==> config.mk <==
export PLATFORM = sky130hd
export DESIGN_NAME = serdes_test_pattern_and_powerdown
export DESIGN_NICKNAME = d
export VERILOG_FILES = /design/src/rtl/tpg_pkg.sv /design/src/rtl/serdes_test_pattern_and_powerdown.sv
export SDC_FILE = /design/constraint.sdc
export NUM_CORES = 1
export LEC_CHECK = 0
export ABC_AREA = 1
export BUFFER_PORTS_ARGS = -buffer_cell sky130_fd_sc_hd__buf_2
export CORE_MARGIN = 3
export CORE_UTILIZATION = 30
export DETAILED_ROUTE_END_ITERATION = 6
export SYNTH_ARGS = -nofsm -noshare
export SYNTH_HDL_FRONTEND = slang
export SYNTH_SLANG_ARGS = --single-unit
==> constraint.sdc <==
create_clock -name CLK -period 27.5 [get_ports CLK]
set_input_delay 2.75 -clock CLK [delete_from_list [all_inputs] [get_ports CLK]]
set_output_delay 2.75 -clock CLK [all_outputs]
set_load 0.02 [all_outputs]
==> src/rtl/tpg_pkg.sv <==
// Package with constants shared by the serial test pattern and power-down block.
package tpg_pkg;

  // Register byte addresses on the Avalon-MM slave (word index = byte address / 4).
  localparam logic [3:0] OFS_CTRL   = 4'h0;  // Test select and soft power-down.
  localparam logic [3:0] OFS_LINK   = 4'h4;  // Link mode and coding choice.
  localparam logic [3:0] OFS_CHAN   = 4'h8;  // Channel pair enables.
  localparam logic [3:0] OFS_STATUS = 4'hc;  // Read-only block state.

  // Field positions and reset values.
  localparam int         CTRL_SEL_LSB = 0;        // Test select field, 4 bits.
  localparam int         CTRL_PD_BIT  = 4;        // Soft power-down bit.
  localparam int         LINK_MODE_LSB = 0;       // Link mode field, 5 bits.
  localparam int         LINK_CODE_BIT = 5;       // 1 selects 64B/66B, 0 selects 8B/10B.
  localparam logic [1:0] CHAN_RESET   = 2'h3;     // Both channel pairs powered.

  // Test pattern selections.
  typedef enum logic [3:0] {
    SEL_OFF   = 4'h0,
    SEL_PRBS7 = 4'h1,
    SEL_PRBS9 = 4'h2,
    SEL_PRBS15 = 4'h3,
    SEL_PRBS23 = 4'h4,
    SEL_PRBS31 = 4'h5,
    SEL_CLOCK = 4'h6,
    SEL_RAMP  = 4'h7,
    SEL_SHORT = 4'h8
  } test_sel_e;

  // Lane geometry.
  localparam int          NUM_LANES  = 8;
  localparam int          OCTET_W    = 8;
  localparam int          PRBS_W     = 31;
  localparam logic [30:0] PRBS_SEED  = 31'h0000_0001;  // Per-lane seed base.

  // Clock pattern halves and ramp start value.
  localparam logic [7:0] CLK_ONES   = 8'hff;
  localparam logic [7:0] CLK_ZEROS  = 8'h00;
  localparam logic [7:0] RAMP_START = 8'h00;

  // Short transport frame lengths in octets, each stored as the last octet index.
  localparam logic [2:0] FRAME_LEN_M0 = 3'h7;  // Last octet index, eight octets.
  localparam logic [2:0] FRAME_LEN_M2 = 3'h0;  // One octet.
  localparam logic [2:0] FRAME_LEN_M3 = 3'h5;  // Six octets.
  localparam logic [3:0] TAIL_NIBBLE  = 4'h0;  // Filler nibble closing a mode 0 frame.

  // Link modes with known short patterns and their powered lane counts.
  localparam logic [4:0] LMODE_0 = 5'h00;
  localparam logic [4:0] LMODE_1 = 5'h01;
  localparam logic [4:0] LMODE_2 = 5'h02;
  localparam logic [4:0] LMODE_3 = 5'h03;
  localparam logic [3:0] LANES_M0 = 4'h8;
  localparam logic [3:0] LANES_M1 = 4'h6;
  localparam logic [3:0] LANES_M23 = 4'h4;

endpackage

==> src/rtl/serdes_test_pattern_and_powerdown.sv <==
// Lane test pattern generator and power-down control with an Avalon-MM register slave.
// Overview of operation
// - Power-down pin high turns off lane drivers.
// - Configuration survives any power-down period.
// - Channels power down in pairs only.
// - Select picks pattern; link mode sets lanes.
// - PRBS bypasses transport and link layers.
// - PRBS7 taps six and seven, length 127.
// - PRBS9 taps five and nine, length 511.
// - PRBS15 taps fourteen and fifteen.
// - PRBS23 taps eighteen and twenty-three.
// - PRBS31 taps twenty-eight and thirty-one.
// - Each lane starts PRBS at distinct phase.
// - Clock pattern: eight ones, eight zeros, bypassed.
// - Ramp: link layer on, transport off.
// - Ramp starts after link initialisation completes.
// - Ramp octets 0x00 to 0xFF on all lanes.
// - Short transport frame repeats every frame.
// - No long transport pattern is offered.
// - Link mode 0 words per lane pattern.
// - Link mode 2 single octet per lane.
// - Link mode 3 four words per lane.
//
// Implementation choices: the register offsets and the Avalon-MM interface to the registers.
`timescale 1ns/1ps

module serdes_test_pattern_and_powerdown (
  input  wire logic        CLK,              // 250 MHz clock.
  input  wire logic        RESETN,           // Asynchronous active-low reset.
  input  wire logic        POWER_DOWN_PIN,   // Power-down pin, asynchronous.
  input  wire logic        LINK_INIT_DONE,   // ILA or serializer init finished, same clock.
  input  wire logic [63:0] SAMPLE_DATA,      // Normal transport octets, lane k at [8k+7:8k].
  input  wire logic [3:0]  AVS_ADDRESS,      // Byte address.
  input  wire logic        AVS_READ,         // Read request.
  input  wire logic        AVS_WRITE,        // Write request.
  input  wire logic [31:0] AVS_WRITEDATA,    // Write data.
  input  wire logic [3:0]  AVS_BYTEENABLE,   // Byte enables.
  output logic      [31:0] AVS_READDATA,     // Read data.
  output logic             AVS_WAITREQUEST,  // Stall.
  output logic      [63:0] LANE_DATA,        // Lane octets, lane k at [8k+7:8k].
  output logic      [7:0]  LANE_ENABLE,      // Lane driver enables.
  output logic             LINK_BYPASS,      // Skip scrambling and line coding.
  output logic             TRANSPORT_OFF     // Transport layer output ignored.
);

  // Reset release synchroniser; all logic uses the synchronised copy.
  logic rst_s1_r, rst_n_r;
  always_ff @(posedge CLK or negedge RESETN) begin
    if (!RESETN) begin
      rst_s1_r <= 1'b0;
      rst_n_r  <= 1'b0;
    end else begin
      rst_s1_r <= 1'b1;
      rst_n_r  <= rst_s1_r;
    end
  end

  // Power-down pin passes three flops; a change counts once the last two agree.
  logic pd_s1_r, pd_s2_r, pd_s3_r, pd_pin_r;
  always_ff @(posedge CLK or negedge rst_n_r) begin
    if (!rst_n_r) begin
      pd_s1_r  <= 1'b0;
      pd_s2_r  <= 1'b0;
      pd_s3_r  <= 1'b0;
      pd_pin_r <= 1'b0;
    end else begin
      pd_s1_r <= POWER_DOWN_PIN;
      pd_s2_r <= pd_s1_r;
      pd_s3_r <= pd_s2_r;
      if (pd_s2_r == pd_s3_r) begin
        pd_pin_r <= pd_s3_r;
      end
    end
  end

  // Avalon handshake: the first cycle of a request stalls, the second completes it.
  logic bus_req, ack_r;
  assign bus_req         = AVS_READ | AVS_WRITE;
  assign AVS_WAITREQUEST = bus_req & ~ack_r;
  always_ff @(posedge CLK or negedge rst_n_r) begin
    if (!rst_n_r) begin
      ack_r <= 1'b0;
    end else begin
      ack_r <= bus_req & ~ack_r;
    end
  end

  // Software registers.
  logic [3:0] test_pattern_select_r;   // Active test pattern.
  logic       soft_pd_r;               // Software power-down.
  logic [4:0] link_mode_select_r;      // Link mode.
  logic       code_64b_r;              // Coding choice.
  logic [1:0] channel_pair_enable_r;   // Channel pair power.
  logic       wr_en;
  assign wr_en = AVS_WRITE & ack_r;

  // kept through power-down
  // Only reset clears these; power-down never touches them, so setup survives it.
  always_ff @(posedge CLK or negedge rst_n_r) begin
    if (!rst_n_r) begin
      test_pattern_select_r <= tpg_pkg::SEL_OFF;
      soft_pd_r             <= 1'b0;
      link_mode_select_r    <= tpg_pkg::LMODE_0;
      code_64b_r            <= 1'b0;
      channel_pair_enable_r <= tpg_pkg::CHAN_RESET;
    end else if (wr_en && AVS_BYTEENABLE[0]) begin
      case (AVS_ADDRESS)
        tpg_pkg::OFS_CTRL: begin
          test_pattern_select_r <= AVS_WRITEDATA[tpg_pkg::CTRL_SEL_LSB +: 4];
          soft_pd_r             <= AVS_WRITEDATA[tpg_pkg::CTRL_PD_BIT];
        end
        tpg_pkg::OFS_LINK: begin
          link_mode_select_r <= AVS_WRITEDATA[tpg_pkg::LINK_MODE_LSB +: 5];
          code_64b_r         <= AVS_WRITEDATA[tpg_pkg::LINK_CODE_BIT];
        end
        tpg_pkg::OFS_CHAN: begin
          channel_pair_enable_r <= AVS_WRITEDATA[1:0];
        end
        default: begin
          // Unmapped writes are ignored.
        end
      endcase
    end
  end

  // Combined power-down and status state.
  logic       powered_down;
  logic       ramp_run_r;
  logic [7:0] lane_on;
  assign powered_down = pd_pin_r | soft_pd_r;

  // Read data is loaded in the stall cycle and stands at the completing edge.
  always_ff @(posedge CLK or negedge rst_n_r) begin
    if (!rst_n_r) begin
      AVS_READDATA <= 32'h0000_0000;
    end else if (AVS_READ && !ack_r) begin
      case (AVS_ADDRESS)
        tpg_pkg::OFS_CTRL:   AVS_READDATA <= {27'h0, soft_pd_r, test_pattern_select_r};
        tpg_pkg::OFS_LINK:   AVS_READDATA <= {26'h0, code_64b_r, link_mode_select_r};
        tpg_pkg::OFS_CHAN:   AVS_READDATA <= {30'h0, channel_pair_enable_r};
        tpg_pkg::OFS_STATUS: AVS_READDATA <= {22'h0, lane_on, ramp_run_r, powered_down};
        default:             AVS_READDATA <= 32'h0000_0000;
      endcase
    end
  end

  // Powered lanes for a link mode; the test selection has no say in this.
  function automatic logic [3:0] lanes_for_mode(input logic [4:0] mode);
    case (mode)
      tpg_pkg::LMODE_0: lanes_for_mode = tpg_pkg::LANES_M0;
      tpg_pkg::LMODE_1: lanes_for_mode = tpg_pkg::LANES_M1;
      tpg_pkg::LMODE_2: lanes_for_mode = tpg_pkg::LANES_M23;
      tpg_pkg::LMODE_3: lanes_for_mode = tpg_pkg::LANES_M23;
      default:          lanes_for_mode = tpg_pkg::LANES_M0;
    endcase
  endfunction

  // drivers off in power-down
  // Lanes 0-3 belong to the first channel pair, lanes 4-7 to the second.
  always_comb begin
    for (int k = 0; k < tpg_pkg::NUM_LANES; k++) begin
      lane_on[k] = (4'(k) < lanes_for_mode(link_mode_select_r)) &&
                   channel_pair_enable_r[k / 4] && !powered_down;
    end
  end
  assign LANE_ENABLE = lane_on;

  // One PRBS step: new bit is the XOR of the two tapped earlier bits, state[0] newest.
  function automatic logic [30:0] prbs_step(input logic [30:0] s, input logic [3:0] sel);
    logic b;
    b = 1'b0;
    case (sel)
      tpg_pkg::SEL_PRBS7:  b = s[5] ^ s[6];
      tpg_pkg::SEL_PRBS9:  b = s[4] ^ s[8];
      tpg_pkg::SEL_PRBS15: b = s[13] ^ s[14];
      tpg_pkg::SEL_PRBS23: b = s[17] ^ s[22];
      tpg_pkg::SEL_PRBS31: b = s[27] ^ s[30];
      default:             b = 1'b0;
    endcase
    prbs_step = {s[29:0], b};
  endfunction

  function automatic logic is_prbs(input logic [3:0] sel);
    is_prbs = (sel >= tpg_pkg::SEL_PRBS7) && (sel <= tpg_pkg::SEL_PRBS31);
  endfunction

  // Selection seen last cycle, used to reseed generators on any change.
  logic [3:0] sel_prev_r;
  always_ff @(posedge CLK or negedge rst_n_r) begin
    if (!rst_n_r) begin
      sel_prev_r <= tpg_pkg::SEL_OFF;
    end else begin
      sel_prev_r <= test_pattern_select_r;
    end
  end

  // Per-lane PRBS state; eight bit steps per clock give one octet, first bit in the MSB.
  logic [30:0] prbs_r [tpg_pkg::NUM_LANES];
  logic [7:0]  prbs_oct [tpg_pkg::NUM_LANES];
  logic [30:0] prbs_nxt [tpg_pkg::NUM_LANES];
  always_comb begin
    for (int k = 0; k < tpg_pkg::NUM_LANES; k++) begin
      prbs_nxt[k] = prbs_r[k];
      prbs_oct[k] = 8'h00;
      for (int i = 0; i < tpg_pkg::OCTET_W; i++) begin
        prbs_nxt[k]     = prbs_step(prbs_nxt[k], test_pattern_select_r);
        prbs_oct[k][7 - i] = prbs_nxt[k][0];
      end
    end
  end

  // distinct lane phase
  // Lane k starts from the seed plus k. Small distinct seeds differ even in the seven
  // low stages, so no two lanes run in step in any mode, not even the shortest one.
  always_ff @(posedge CLK or negedge rst_n_r) begin
    if (!rst_n_r) begin
      for (int k = 0; k < tpg_pkg::NUM_LANES; k++) begin
        prbs_r[k] <= tpg_pkg::PRBS_SEED;
      end
    end else begin
      for (int k = 0; k < tpg_pkg::NUM_LANES; k++) begin
        if (test_pattern_select_r != sel_prev_r) begin
          prbs_r[k] <= tpg_pkg::PRBS_SEED + 31'(k);
        end else begin
          prbs_r[k] <= prbs_nxt[k];
        end
      end
    end
  end

  // clock pattern halves
  // Octet phase toggles every clock, giving eight ones then eight zeros.
  logic clk_phase_r;
  always_ff @(posedge CLK or negedge rst_n_r) begin
    if (!rst_n_r) begin
      clk_phase_r <= 1'b0;
    end else begin
      clk_phase_r <= ~clk_phase_r;
    end
  end

  // ramp waits for init
  // The ramp is held at its start until link initialisation reports done.
  // ramp 0x00 to 0xFF
  logic [7:0] ramp_r;
  always_ff @(posedge CLK or negedge rst_n_r) begin
    if (!rst_n_r) begin
      ramp_run_r <= 1'b0;
      ramp_r     <= tpg_pkg::RAMP_START;
    end else if (test_pattern_select_r != tpg_pkg::SEL_RAMP || !LINK_INIT_DONE) begin
      ramp_run_r <= 1'b0;
      ramp_r     <= tpg_pkg::RAMP_START;
    end else begin
      ramp_run_r <= 1'b1;
      ramp_r     <= ramp_run_r ? ramp_r + 8'h01 : tpg_pkg::RAMP_START;
    end
  end

  // Frame length in octets minus one, per link mode.
  function automatic logic [2:0] frame_last(input logic [4:0] mode);
    case (mode)
      tpg_pkg::LMODE_2: frame_last = tpg_pkg::FRAME_LEN_M2;
      tpg_pkg::LMODE_3: frame_last = tpg_pkg::FRAME_LEN_M3;
      default:          frame_last = tpg_pkg::FRAME_LEN_M0;
    endcase
  endfunction

  // Whole short transport frame for one lane, first octet in the top byte.
  function automatic logic [63:0] short_frame(input logic [4:0] mode, input int lane);
    logic [3:0] ln;
    logic [3:0] up;
    ln = 4'(lane);
    up = 4'hf - ln;
    case (mode)
      tpg_pkg::LMODE_2: short_frame = {ln, 4'h1, 56'h0};
      // four words, upper 3 down to 0
      tpg_pkg::LMODE_3: short_frame = {4'h3 - ln, ln, 4'h1, 4'h3 - ln, ln, 4'h2,
                                       4'h3 - ln, ln, 4'h3, 4'h3 - ln, ln, 4'h4, 16'h0};
      // mode 1 uses the nibble scheme
      default: short_frame = {up, ln, 4'h1, up, ln, 4'h2, up, ln, 4'h3,
                              up, ln, 4'h4, up, ln, 4'h5, tpg_pkg::TAIL_NIBBLE};
    endcase
  endfunction

  // frame repeats
  // Octet index within the frame wraps at the mode's frame length.
  logic [2:0] oct_idx_r;
  always_ff @(posedge CLK or negedge rst_n_r) begin
    if (!rst_n_r) begin
      oct_idx_r <= 3'h0;
    end else if (test_pattern_select_r != tpg_pkg::SEL_SHORT ||
                 oct_idx_r >= frame_last(link_mode_select_r)) begin
      oct_idx_r <= 3'h0;
    end else begin
      oct_idx_r <= oct_idx_r + 3'h1;
    end
  end

  // Short frame octet of every lane at the current index, kept out of the clocked mux.
  logic [63:0] frame_v   [tpg_pkg::NUM_LANES];  // Whole frame per lane.
  logic [7:0]  short_oct [tpg_pkg::NUM_LANES];  // Current frame octet per lane.
  always_comb begin
    for (int k = 0; k < tpg_pkg::NUM_LANES; k++) begin
      frame_v[k]   = short_frame(link_mode_select_r, k);
      short_oct[k] = frame_v[k][63 - 8*oct_idx_r -: 8];
    end
  end

  // Lane data mux; registered so lane octets always come from flops.
  // no long transport pattern
  // Unused selections, including any long transport request, send normal data.
  always_ff @(posedge CLK or negedge rst_n_r) begin
    if (!rst_n_r) begin
      LANE_DATA <= 64'h0;
    end else begin
      for (int k = 0; k < tpg_pkg::NUM_LANES; k++) begin
        case (test_pattern_select_r)
          tpg_pkg::SEL_PRBS7, tpg_pkg::SEL_PRBS9, tpg_pkg::SEL_PRBS15,
          tpg_pkg::SEL_PRBS23, tpg_pkg::SEL_PRBS31:
            LANE_DATA[8*k +: 8] <= prbs_oct[k];
          tpg_pkg::SEL_CLOCK:
            LANE_DATA[8*k +: 8] <= clk_phase_r ? tpg_pkg::CLK_ZEROS : tpg_pkg::CLK_ONES;
          tpg_pkg::SEL_RAMP:
            LANE_DATA[8*k +: 8] <= ramp_r;
          tpg_pkg::SEL_SHORT:
            LANE_DATA[8*k +: 8] <= short_oct[k];
          default:
            LANE_DATA[8*k +: 8] <= SAMPLE_DATA[8*k +: 8];
        endcase
      end
    end
  end

  // PRBS skips link layer
  // Clock and PRBS patterns go straight to the serializers; ramp keeps the link layer.
  // ramp disables transport
  always_ff @(posedge CLK or negedge rst_n_r) begin
    if (!rst_n_r) begin
      LINK_BYPASS   <= 1'b0;
      TRANSPORT_OFF <= 1'b0;
    end else begin
      LINK_BYPASS   <= is_prbs(test_pattern_select_r) ||
                       test_pattern_select_r == tpg_pkg::SEL_CLOCK;
      TRANSPORT_OFF <= test_pattern_select_r != tpg_pkg::SEL_OFF;
    end
  end

  // Checks kept next to the logic they guard.
  chk_pd_lanes_off: assert property (@(posedge CLK) disable iff (!rst_n_r)
    pd_pin_r |-> LANE_ENABLE == 8'h00) else $error("lanes driven in power-down");

  chk_cfg_kept_pd: assert property (@(posedge CLK) disable iff (!rst_n_r)
    (powered_down && !wr_en) |=> $stable(link_mode_select_r) && $stable(test_pattern_select_r))
    else $error("configuration changed during power-down");

  chk_pair_gate: assert property (@(posedge CLK) disable iff (!rst_n_r)
    !channel_pair_enable_r[1] |-> LANE_ENABLE[7:4] == 4'h0) else $error("pair not gated");

  chk_mode_lanes: assert property (@(posedge CLK) disable iff (!rst_n_r)
    (link_mode_select_r == tpg_pkg::LMODE_2) |-> LANE_ENABLE[7:4] == 4'h0)
    else $error("lane count not from link mode");

  chk_prbs_bypass: assert property (@(posedge CLK) disable iff (!rst_n_r)
    is_prbs(test_pattern_select_r) |=> LINK_BYPASS) else $error("prbs not bypassed");

  chk_prbs7_rec: assert property (@(posedge CLK) disable iff (!rst_n_r)
    (test_pattern_select_r == tpg_pkg::SEL_PRBS7 && $stable(test_pattern_select_r))
      |-> prbs_nxt[0][0] == (prbs_nxt[0][6] ^ prbs_nxt[0][7]))
    else $error("prbs7 recursion broken");

  chk_prbs31_rec: assert property (@(posedge CLK) disable iff (!rst_n_r)
    (test_pattern_select_r == tpg_pkg::SEL_PRBS31 && $stable(test_pattern_select_r))
      |-> prbs_nxt[1][7] == (prbs_r[1][27] ^ prbs_r[1][30]))
    else $error("prbs31 recursion broken");

  chk_clock_pat: assert property (@(posedge CLK) disable iff (!rst_n_r)
    (test_pattern_select_r == tpg_pkg::SEL_CLOCK)[*3]
      |-> LANE_DATA[7:0] != $past(LANE_DATA[7:0])) else $error("clock pattern stuck");

  chk_ramp_step: assert property (@(posedge CLK) disable iff (!rst_n_r)
    (ramp_run_r && $past(ramp_run_r)) |-> ramp_r == $past(ramp_r) + 8'h01)
    else $error("ramp did not step");

  chk_ramp_wait: assert property (@(posedge CLK) disable iff (!rst_n_r)
    !LINK_INIT_DONE |=> !ramp_run_r) else $error("ramp ran before init");

endmodule

Word-level counts from Yosys, hierarchy flattened
Cells that the tools add are included.

operators by class
  add/sub/neg operators = 3
  $mul = 0
  divide/modulo/power cells = 0
  $lt $le $gt $ge = 11
  equality and inequality tests = 18
  shift-type cells = 8
  muxes and demuxes = 96
  bitwise gates (word level) = 326
  reductions and logical operators = 32

operator list
  kind                                                                         number
  64-bit one-hot mux with 2 select lines                                       8
  71-bit by 33-bit indexed part select with 8-bit output                       8
  1-bit one-hot mux with 5 select lines                                        64
  1-bit bitwise XOR                                                            320
  8-bit one-hot mux with 4 select lines                                        8
  31-bit 2-to-1 mux                                                            8
  10-bit one-hot mux with 4 select lines                                       1
  8-bit 2-to-1 mux                                                             3
  4-bit by 3-bit equality test with 1-bit output, second input constant        5
  1-bit logical AND                                                            19
  3-bit by 4-bit less-than comparator with 1-bit output, first input constant  4
  4-bit equality test, second input constant                                   3
  5-bit by 2-bit equality test with 1-bit output, second input constant        2
  8-bit by 1-bit adder with 8-bit output, second input constant                1
  4-bit by 2-bit equality test with 1-bit output, second input constant        2
  1-bit by 4-bit less-than comparator with 1-bit output, first input constant  2
  2-bit by 4-bit less-than comparator with 1-bit output, first input constant  2
  4-bit one-hot mux with 2 select lines                                        1
  6-bit by 6-bit subtractor with 7-bit output, first input constant            1
  3-bit one-hot mux with 2 select lines                                        1
  2-bit AND reduction                                                          3
  5-bit by 1-bit equality test with 1-bit output, second input constant        1
  5-bit OR reduction                                                           1
  4-bit by 1-bit equality test with 1-bit output, second input constant        1
  18 further kinds                                                             25

storage, ports and cells
  flip-flop bits (word level) = 383
  latch bits = 0
  memory bits (writable) = 0
  bits in read-only memories = 0
  input port bits = 110
  output and inout bits = 107
  word-level logic and storage cells = 523
  memories kept = 0

Depth between registers and ports, before layout
Gate-level depths: netlist (run 1).

  depth after elaboration = 7
  gate-level depth with buffers = 16
  depth with buffers taken out = 15

Least setup slack after synthesis (run 1)
No wires, ideal clock.

  path type = input-to-output
  from = input port AVS_READ
  to = output port AVS_WAITREQUEST
  data arrival time = 3.080 ns
  required time = 24.750 ns
  setup slack = 21.670 ns
  stages on the path = 2
  path buffers = 0
  path through = nor2_1 nor2_1

between the ends
  longest elaborated chain between the ends = 2

RTL lines
  item              RTL line                                 text
  from (decl)       serdes_test_pattern_and_powerdown.sv:34  input wire logic AVS_READ,
  1-bit bitwise OR  serdes_test_pattern_and_powerdown.sv:78  assign bus_req = AVS_READ | AVS_WRITE;
  1-bit AND         serdes_test_pattern_and_powerdown.sv:79  assign AVS_WAITREQUEST = bus_req & ~ack_r;
  to (decl)         serdes_test_pattern_and_powerdown.sv:39  output logic AVS_WAITREQUEST,

Every way passes these cells.

Final worst setup path (run 1)
Ends and elaborated chain as after synthesis.

==> reports/qor.yml, run 1 <==
sta:
  max_freq_ghz: 0.169
  setup_tns_ns: 0
  setup_viol: 0
  worstMarginPinSlew_ns: 1.10
  period_minus_slack_ns: 5.91
  final.setup_skew_ns: 0.0165
  rsz0062_at_grt: "false"
  max-slew-margin-rel_pct: 26.6
  hold_ws_ns: 0.348
  drv_slew: 0
  hold_viol_final: 0
  fin_crit_sh_pct: 21.5
power_and_ir_drop:
  p_sw_uw: 676
  p_int_mw: 1.09
  clockPowerShare_pct: 32.4
  power_frac_seq_pct: 38.8
  total_leakage_power_nw: 11.4
  p_comb_share_pct: 28.8
  vdd_drop_max_uv: 61.7
  p_sw_share_pct: 38.3
  p_per_area_mw_per_mm2: 79.5
detailed_routing:
  ant_nets: 0
  drc: 0
  viasPerCell: 4.75
  routedWlPerCell_um: 17.1
  routed_wirelength_mm: 62.2
  drt-initial-drc-count: 1664
  first_pass_iters: 6
  num_vias: 17270
grt:
  antenna_found_initial: 5
  grt_max_degree: 181
  grt_pass1_wl_mm: 94.2
  overflow: 0
  gr-usage-all-layers_pct: 18.1
  first_global_vias: 16058
floorplan:
  rows: 92
  die_area_mm2: 0.0677
  die_h_um: 260
  core_region_area_mm2: 0.0635
  start_util_pct: 30.5
  die_w_um: 260
  ios: 217
worst_hold_path:
  holdCritPathClass: "register to register"
yosys:
  yosysWarnings: 0
  syn_area_per_cell_um2: 7.42
  synth_edf_count: 0
  synthTopCellsByCount: "718 x nand2_1, 518 x nor2_1, 349 x dfrtp_1, 332 x inv_1, 121 x nand3_1"
  synth_area_mm2: 0.0194
  yosysMostFrequentCell: "nand2_1"
  synth.ff_latch_count: 359
  synth_cells: 2614
  seq_area_frac_synth_pct: 46.4
  synth_top_area_share_pct: 45.1
  synth.distinct_cells: 52
  synth_area_leaders: "dfrtp_1 45%, nand2_1 14%, nor2_1 10%"
  yosysTopAreaCell: "dfrtp_1"
  synthFlopType: "dfrtp_1"
  ys_async_sr_fraction_pct: 100
cells_and_area:
  syn_to_final_growth_pct: 14.5
  layout.nets: 2876
  n_fill_cell: 6765
  final_area_mm2: 0.0222
  drive_gt1_share_pct: 12.2
clock_tree:
  cts_buffers: 40
  cts_max_level: 2
  cts.hold.buffers_added: 0
  cts_tree: "yes"
  ctsResizeCount: 0
  clkTransAtPathRegs_ns: 0.06
  clock_sink_count: 359
  post-cts-setup-buffers: 0
  clk_path_buf_depth: 3
  clk-insertion-delay-late_ns: 0.57
  cts.root.buffer_cell: "clkbuf_16"
outcome:
  status: "completed"
critical_path:
  critical_path.max_stage_delay_ns: 0.16
  path_max_fanout: 2
  cp-start-kind: "input port"
  worstPathArrival_ns: 3.16
  cp-end-kind: "output port"
  cp_slowest_cell: "buf_2"
  crit_chain: "buf_2 -> nor2_1 -> nor2_1 -> buf_2"
  critical_path_required_ns: 24.75
  critPathKind: "input port to output port"
placed_design:
  portBuffers: 165
  dpl.hpwl_mm: 43.6
  dpl_cell_area_mm2: 0.0208
  gp_congestion: 0.937
run:
  max_cap_viol_count: 0
## layout make-up
cell class              count  area [um2]  share of cell area, %
clock buffers              51        1110                   5.02
multi-input cells        1829        8470                   38.1
flip-flops and latches    359        9000                   40.5
well taps                 846        1060                   4.77
inverters                 344        1310                   5.88
diodes                      2        5.00                 0.0225
repair buffers            184         981                   4.42
clock inverters            21         269                   1.21
## stage by stage
stage / std cells / setup WS (ns) / utilization, % / power (mW)
after floorplan: 2635 / 16.77 / - / 1.03
after global placement: 3562 / 21.60 / 32.8 / 1.20
after detailed placement: 3562 / 21.59 / 32.8 / 1.20
after CTS: 3634 / 21.59 / 34.9 / 1.78
after global routing: 3634 / 21.54 / 34.9 / 1.86
final: 3636 / 21.59 / 34.9 / 1.76
## layout by cell type, fill, tap and decap left out, types with 9 or more instances in the layout
| cell | count |
|---|---|
| o21ai_1 | 15 |
| nand4_1 | 50 |
| nand3_1 | 121 |
| nor2_4 | 9 |
| dfrtp_1 | 348 |
| clkbuf_16 | 41 |
| xnor2_1 | 82 |
| nand2_1 | 718 |
| conb_1 | 23 |
| buf_2 | 165 |
| o221ai_1 | 10 |
| or2_2 | 18 |
| o22ai_1 | 27 |
| nor3_1 | 21 |
| a31oi_1 | 18 |
| inv_1 | 332 |
| xor2_1 | 18 |
| nor2_1 | 517 |
| o21ai_0 | 52 |
| nor2_2 | 19 |
| buf_4 | 18 |
| a21oi_1 | 50 |
| dfstp_2 | 10 |
## metal layers
| layer | track usage, % | part of all wire, % |
|---|---|---|
| met2 | 27.4 | 43 |
| met3 | 3.54 | 9.0 |
| met1 | 26.3 | 46 |
| met5 | 0 | 0.021 |
| met4 | 4.63 | 2.1 |
## state kept, by name, indices dropped and copies added, names as in the netlist, 2 cells and up
name and cells:
sel_prev_r 4, prbs_nxt 184, ramp_r 8, channel_pair_enable_r 2
LANE_DATA 64, prbs_r 64, link_mode_select_r 5, test_pattern_select_r 4
AVS_READDATA 8, oct_idx_r 3
## final timing paths
path	from	end	slack (ns)	cells after the start
max	AVS_READ	AVS_WAITREQUEST	21.59	4
min	rst_s1_r	rst_n_r	0.35	0
max reg2reg	test_pattern_select_r[0]	prbs_nxt[105]	23.96	8
min reg2reg	rst_s1_r	rst_n_r	0.35	0
max in group asynchronous	rst_n_r	LANE_DATA[0]	25.01	2
min in group asynchronous	rst_n_r	pd_s2_r	0.38	0
## cell families after synthesis
logic type / after synthesis / share of synthesized area [%]
XOR/XNOR: 100 / 4.52
adder cells (fa/ha/maj): 9 / 0.568
flip-flops: 359 / 46.4
multiplexers: 7 / 0.407
AO/OA/AOI/OAI: 197 / 5.94
other: 2 / 0.0387
buffers and inverters: 447 / 10.4
AND/OR/NAND/NOR: 1493 / 31.8
## critical path, delay by kind of cell
kind / cells / cell delay [ns]
buffers and inverters: 2 / 0.26
AND/OR/NAND/NOR: 2 / 0.14
## power by group through the flow
| stage | Sequential (mW) | Combinational (mW) | Clock (mW) |
|---|---|---|---|
| floorplan | 0.721 | 0.304 | 0 |
| global placement | 0.692 | 0.503 | 0 |
| detailed placement | 0.691 | 0.506 | 0 |
| CTS | 0.683 | 0.508 | 0.584 |
| global route | 0.693 | 0.558 | 0.604 |
| finish | 0.685 | 0.508 | 0.572 |
(Power assumes the default switching activity.)
==> run 2: changes to the inputs <==
==> constraint.sdc (replaced) <==
create_clock -name CLK -period 5.1 [get_ports CLK]
set_input_delay 0.51 -clock CLK [delete_from_list [all_inputs] [get_ports CLK]]
set_output_delay 0.51 -clock CLK [all_outputs]
set_load 0.02 [all_outputs]
==> run 2 against run 1 <==
Effect of this change: final area up 0.97%; power grew to 5.5 times the previous value; register-to-register slack got worse by 22 ns; via count fell by 1.4%; combinational power increased to 5.4 times the previous value; clock power grew to 5.7 times the previous value; clock skew down 0.0059 ns; sequential share of layout area shrank 0.39 points; critical path depth rose by 5; non-clock buffer count grew 4; critical path type is now register to register.
==> reports/qor.yml, run 2 (same netlist as run 1, synthesis figures left out) <==
power_and_ir_drop:
  clockPowerShare_pct: 33.8  # was 32.4%
  p_int_mw: 6.11  # was 1.09 mW
  total_leakage_power_nw: 11.6  # was 11.4 nW
  p_sw_share_pct: 37.1  # was 38.3%
  p_comb_share_pct: 28.4  # was 28.8%
  vdd_drop_max_uv: 310  # was 61.7 uV
  power_frac_seq_pct: 37.8  # was 38.8%
  p_sw_mw: 3.61  # was 676 uW
  p_per_area_mw_per_mm2: 434  # was 79.5 mW/mm2
clock_tree:
  cts_tree: "yes"  # unchanged
  cts_buffers: 42  # was 40
  clk-insertion-delay-late_ns: 0.57  # about the same
  cts.root.buffer_cell: "clkbuf_16"  # unchanged
  clkTransAtPathRegs_ns: 0.06  # about the same
  clock_sink_count: 359  # unchanged
  clk_path_buf_depth: 3  # unchanged
  ctsResizeCount: 0  # unchanged
  cts_max_level: 2  # unchanged
critical_path:
  cp-startpoint: "link_mode_select_r[2]"  # was AVS_READ
  critical_path_required_ns: 5.43  # was 24.75 ns
  cp-end-kind: "register"  # was output port
  critPathKind: "register to register"  # was input port to output port
  worstPathArrival_ns: 3.59  # was 3.16 ns
  cp-start-kind: "register"  # was input port
  path_max_fanout: 8  # was 2
  r2r_start: "link_mode_select_r[2]"  # was test_pattern_select_r[0]
cells_and_area:
  syn_to_final_growth_pct: 15.6  # was 14.5%
  largest_reg_flops: 184  # unchanged
  layout.nets: 2882  # was 2876
  n_fill_cell: 6709  # was 6765
  layout_commonest_cell: "nand2_1"  # unchanged
  utilization_pct: 35.3  # was 34.9%
  layout_common_cells: "718 x nand2_1, 517 x nor2_1, 348 x dfrtp_1"  # unchanged
  drive_gt1_share_pct: 12.4  # was 12.2%
floorplan:
  die_area_mm2: 0.0677  # unchanged
  rows: 92  # unchanged
  core_region_area_mm2: 0.0635  # unchanged
  start_util_pct: 30.5  # unchanged
  die_h_um: 260  # unchanged
  ios: 217  # unchanged
  die_w_um: 260  # unchanged
detailed_routing:
  routedWlPerCell_um: 17.0  # was 17.1 um
  drc: 0  # unchanged
  num_vias: 17026  # was 17270
  routed_wirelength_mm: 62.1  # was 62.2 mm
  ant_nets: 0  # unchanged
  viasPerCell: 4.67  # was 4.75
  drt-initial-drc-count: 1503  # was 1664
  first_pass_iters: 6  # unchanged
worst_hold_path:
  hp-start: "POWER_DOWN_PIN"  # was rst_s1_r
  holdCritPathClass: "input port to register"  # was register to register
placed_design:
  place_ws_ns: 2.03  # was 21.59 ns
  dpl.hpwl_mm: 44.1  # was 43.6 mm
  gp_congestion: 0.934  # was 0.937
  portBuffers: 165  # unchanged
grt:
  grt_pass1_wl_mm: 95.1  # was 94.2 mm
  grt_max_degree: 131  # was 181
  gr-usage-all-layers_pct: 18.3  # was 18.1%
  overflow: 0  # unchanged
  first_global_vias: 16235  # was 16058
  antenna_found_initial: 6  # was 5
sta:
  layout_setup_ws_ns: 1.85  # was 21.59 ns
  rsz0062_at_grt: "false"  # unchanged
  fin_crit_sh_pct: 63.8
  final.setup_skew_ns: 0.0106  # was 0.0165 ns
  drv_slew: 0  # unchanged
  max-slew-margin-rel_pct: 23.8  # was 26.6%
  setup_viol: 0  # unchanged
  hold_ws_ns: 0.0534  # was 0.348 ns
  setup_tns_ns: 0  # unchanged
  hold_viol_final: 0  # unchanged
  max_freq_ghz: 0.307
  period_minus_slack_ns: 3.25
  worstMarginPinSlew_ns: 1.14  # was 1.10 ns
outcome:
  status: "completed"  # unchanged
run:
  max_cap_viol_count: 0  # unchanged
-- run 2: changes by cell type in the layout (fill, tap and decap cells not counted), moves of 3 or more --
| cell | change |
|---|---|
| clkbuf_8 | +7 |
| clkinvlp_4 | -6 |
| buf_12 | +4 |
| inv_6 | -3 |
| clkbuf_16 | +4 |
| clkinv_2 | +3 |
-- run 2: metal layers --
layer  wire [um]  share of wire, %  global-route usage (%)
met2       27000                43                    27.6
met3        5820               9.4                    4.85
met4        1210               1.9                    4.68
met1       28000                45                    25.9
met5          36             0.058                       0
-- run 2: cell type report --
cell class	instances	area (um2)	share of cell area [%]
Sequential cell	359	9000	40.1
Multi-Input combinational cell	1829	8470	37.8
Clock buffer	63	1310	5.86
Inverter	344	1310	5.83
Timing Repair Buffer	188	1060	4.74
Tap cell	846	1060	4.72
Clock inverter	14	204	0.910
Antenna cell	1	2.50	0.0112
-- run 2: worst paths after layout --
kind                       cells after the start  slack, ns       endpoint
min in group asynchronous                      0       0.24  LANE_DATA[41]
max in group asynchronous                      1       3.70   prbs_nxt[56]
setup reg to reg                               9       1.85  LANE_DATA[47]
setup / recovery                               9       1.85  LANE_DATA[47]
hold / removal                                 1       0.05        pd_s1_r
hold reg to reg                                0       0.24  LANE_DATA[41]
-- run 2: critical path, cell delays in order, from the launching register on --
cell and delay (ns):
dfrtp_1 0.41, nor2_1 0.16, nand4_1 0.41, ha_1 0.41, nor2_1 0.14, o21ai_0 0.14
nand2_1 0.10, inv_1 0.06, a21oi_1 0.86, nand4_1 0.31
-- run 2: power groups by stage --
stage	sequential (mW)	clock, mW	combinational, mW
after floorplan	3.89	0	1.64
after global placement	3.72	0	2.74
after detailed placement	3.71	0	2.76
after CTS	3.67	3.36	2.76
after global routing	3.73	3.48	3.04
final	3.68	3.28	2.76
-- run 2: metrics by stage --
step / cell area, um2 / std cells / power, mW
after floorplan: 19500 / 2635 / 5.53
after global placement: 20900 / 3565 / 6.46
after detailed placement: 20900 / 3565 / 6.47
after CTS: 22400 / 3643 / 9.79
after global routing: 22400 / 3643 / 10.2
final: 22400 / 3644 / 9.72
-- run 2: what timing repair did --
action | 4_1_cts | 5_1_grt
hold buffers | 1 | 0
endpoints found under the hold margin | 2 | 0
buffers inserted | 0 | 0
==> run 3: changes to the inputs <==
==> constraint.sdc (replaced) <==
create_clock -name CLK -period 2.9 [get_ports CLK]
set_input_delay 0.29 -clock CLK [delete_from_list [all_inputs] [get_ports CLK]]
set_output_delay 0.29 -clock CLK [all_outputs]
set_load 0.02 [all_outputs]
==> run 3 against run 2 <==
Effect of this change: via count increased by 3.1%; clock skew up 0.0070 ns; power grew 77%; wire length is 1.7% higher; critical path type unchanged; largest cell class unchanged; largest power group unchanged.
==> reports/qor.yml, run 3 (same netlist as run 1, synthesis figures left out) <==
outcome:
  status: "completed"  # unchanged
grt:
  gr-usage-met2_pct: 27.9  # was 27.6%
  gr-usage-all-layers_pct: 18.6  # was 18.3%
  antenna_found_initial: 2  # was 6
  first_global_vias: 17066  # was 16235
  busiest_layer: "met2"  # unchanged
  overflow: 0  # unchanged
  met1_usage_pct: 26.2  # was 25.9%
  grt_max_degree: 96  # was 131
  grt_pass1_wl_mm: 97.7  # was 95.1 mm
  grt_use_met3_pct: 4.62  # was 4.85%
sta:
  final.setup_skew_ns: 0.0176  # was 0.0106 ns
  max-slew-margin-rel_pct: 45.0  # was 23.8%
  hold_viol_final: 0  # unchanged
  period_minus_slack_ns: 2.70  # was 3.25 ns
  max_freq_ghz: 0.371  # was 0.307 GHz
  drv_slew: 0  # unchanged
  layout_setup_ws_ns: 0.203  # was 1.85 ns
  setup_viol: 0  # unchanged
  rsz0062_at_grt: "false"  # unchanged
  worstMarginPinSlew_ns: 0.824  # was 1.14 ns
  fin_crit_sh_pct: 93.0  # was 63.8%
detailed_routing:
  routedWlPerCell_um: 16.9  # was 17.0 um
  viasPerCell: 4.71  # was 4.67
  drt-initial-drc-count: 1784  # was 1503
  num_vias: 17557  # was 17026
  first_pass_iters: 6  # unchanged
  drc: 0  # unchanged
  routed_wirelength_mm: 63.1  # was 62.1 mm
  ant_nets: 0  # unchanged
placed_design:
  place_ws_ns: 0.371  # was 2.03 ns
  portBuffers: 165  # unchanged
  dp_cells: 3596  # was 3565
  dpl_cell_area_mm2: 0.0212  # was 0.0209 mm2
  gp_congestion: 0.927  # was 0.934
  dpl.hpwl_mm: 44.7  # was 44.1 mm
critical_path:
  path_max_fanout: 29  # was 8
  cp_slowest_cell: "dfrtp_1"  # was a21oi_1
  cp-end-kind: "register"  # unchanged
  critical_path_required_ns: 3.34  # was 5.43 ns
  critical_path.max_stage_delay_ns: 0.62  # was 0.86 ns
  crit_chain: "nand2_2 -> inv_4 -> nand2_4 -> o21ai_1 -> inv_1 -> nand2_1 -> nand2_1 -> nand3_1 -> nand3_1 -> nor2_1 -> nor2_1"  # was nor2_1 -> nand4_1 -> ha_1 -> nor2_1 -> o21ai_0 -> nand2_1 -> inv_1 -> a21oi_1 -> nand4_1
  critPathKind: "register to register"  # unchanged
  cp-start-kind: "register"  # unchanged
  worstPathArrival_ns: 3.14  # was 3.59 ns
floorplan:
  ios: 217  # unchanged
  core_region_area_mm2: 0.0635  # unchanged
  start_util_pct: 30.5  # unchanged
  die_h_um: 260  # unchanged
  die_area_mm2: 0.0677  # unchanged
  die_w_um: 260  # unchanged
  rows: 92  # unchanged
clock_tree:
  cts_max_level: 2  # unchanged
  clk_path_buf_depth: 3  # unchanged
  cts_buffers: 41  # was 42
  clk-insertion-delay-late_ns: 0.58  # was 0.57 ns
  cts_tree: "yes"  # unchanged
  post-cts-setup-buffers: 0  # unchanged
  clock_sink_count: 359  # unchanged
  cts.root.buffer_cell: "clkbuf_16"  # unchanged
  clkTransAtPathRegs_ns: 0.06  # about the same
cells_and_area:
  syn_to_final_growth_pct: 19.8  # was 15.6%
  drive_gt1_share_pct: 13.0  # was 12.4%
  largest_reg_flops: 184  # unchanged
  n_fill_cell: 6661  # was 6709
  layout_common_cells: "718 x nand2_1, 517 x nor2_1, 348 x dfrtp_1"  # unchanged
  layout.nets: 2965  # was 2882
  layout_commonest_cell: "nand2_1"  # unchanged
  instances_no_fill: 3726  # was 3644
  register_area_mm2: 0.00900  # unchanged
  final_area_mm2: 0.0232  # was 0.0224 mm2
  multiInputGateArea_mm2: 0.00847  # unchanged
worst_hold_path:
  holdCritPathClass: "input port to register"  # unchanged
power_and_ir_drop:
  vdd_drop_max_uv: 482  # was 310 uV
  total_leakage_power_nw: 12.0  # was 11.6 nW
  total_power_mw: 17.2  # was 9.72 mW
  p_per_area_mw_per_mm2: 740  # was 434 mW/mm2
run:
  max_cap_viol_count: 0  # unchanged
[run 3: cell count changes in the layout (fill, tap and decap cells not counted), moves of 2 or more]
| cell | delta |
|---|---|
| buf_12 | +9 |
| clkbuf_8 | -5 |
| dlygate4sd3_1 | +53 |
| buf_4 | +22 |
| clkbuf_1 | +2 |
| clkbuf_16 | -2 |
[run 3: worst paths after layout]
kind | startpoint | cells after the start | end | slack, ns
setup / recovery | test_pattern_select_r[1] | 11 | LANE_DATA[41] | 0.20
setup reg to reg | test_pattern_select_r[1] | 11 | LANE_DATA[41] | 0.20
hold reg to reg | rst_n_r | 0 | pd_s1_r | 0.30
hold / removal | SAMPLE_DATA[59] | 3 | LANE_DATA[59] | 0.002
min in group asynchronous | RESETN | 2 | rst_n_r | 0.04
max in group asynchronous | rst_n_r | 2 | prbs_nxt[39] | 1.67
[run 3: where the power goes]
group | internal (mW) | total [mW] | switching (mW)
logic | 1.56 | 5.10 | 3.54
clock network | 3.43 | 5.62 | 2.19
registers | 5.79 | 6.47 | 0.687
total | 10.8 | 17.2 | 6.42
[run 3: timing repair]
action / CTS / global route
gates resized for setup: 0 / 0
hold buffers: 54 / 0
endpoints found under the hold margin: 54 / 0
[run 3: layout make-up]
class / instances / area share [%]
Multi-Input combinational cell: 1829 / 36.5
Clock inverter: 17 / 1.07
Sequential cell: 359 / 38.8
Antenna cell: 1 / 0.0108
Tap cell: 846 / 4.56
Inverter: 344 / 5.62
Timing Repair Buffer: 272 / 8.35
Clock buffer: 58 / 5.18
[run 3: metrics by stage]
step           TNS (ns)  hold WS [ns]  util (%)
3_5_place_dp          0        0.0786      33.4
4_1_cts               0       0.00297      36.5
3_3_place_gp          0        0.0773      33.4
6_report              0       0.00250      36.6
2_1_floorplan   -221.14      -0.00559         -
5_1_grt               0        0.0187      36.5
[run 3: worst max-delay path, delay by kind of cell (launching register included)]
family | cells | cell delay [ns]
simple gates | 8 | 1.34
compound gates | 1 | 0.29
flops | 1 | 0.62
buf+inv | 2 | 0.30
[run 3: routing by layer]
layer,up-vias,share of wire (%)
li1,8471,-
met1,8251,45
met2,711,43
met3,120,9.5
met4,4,3.0
met5,-,0.025
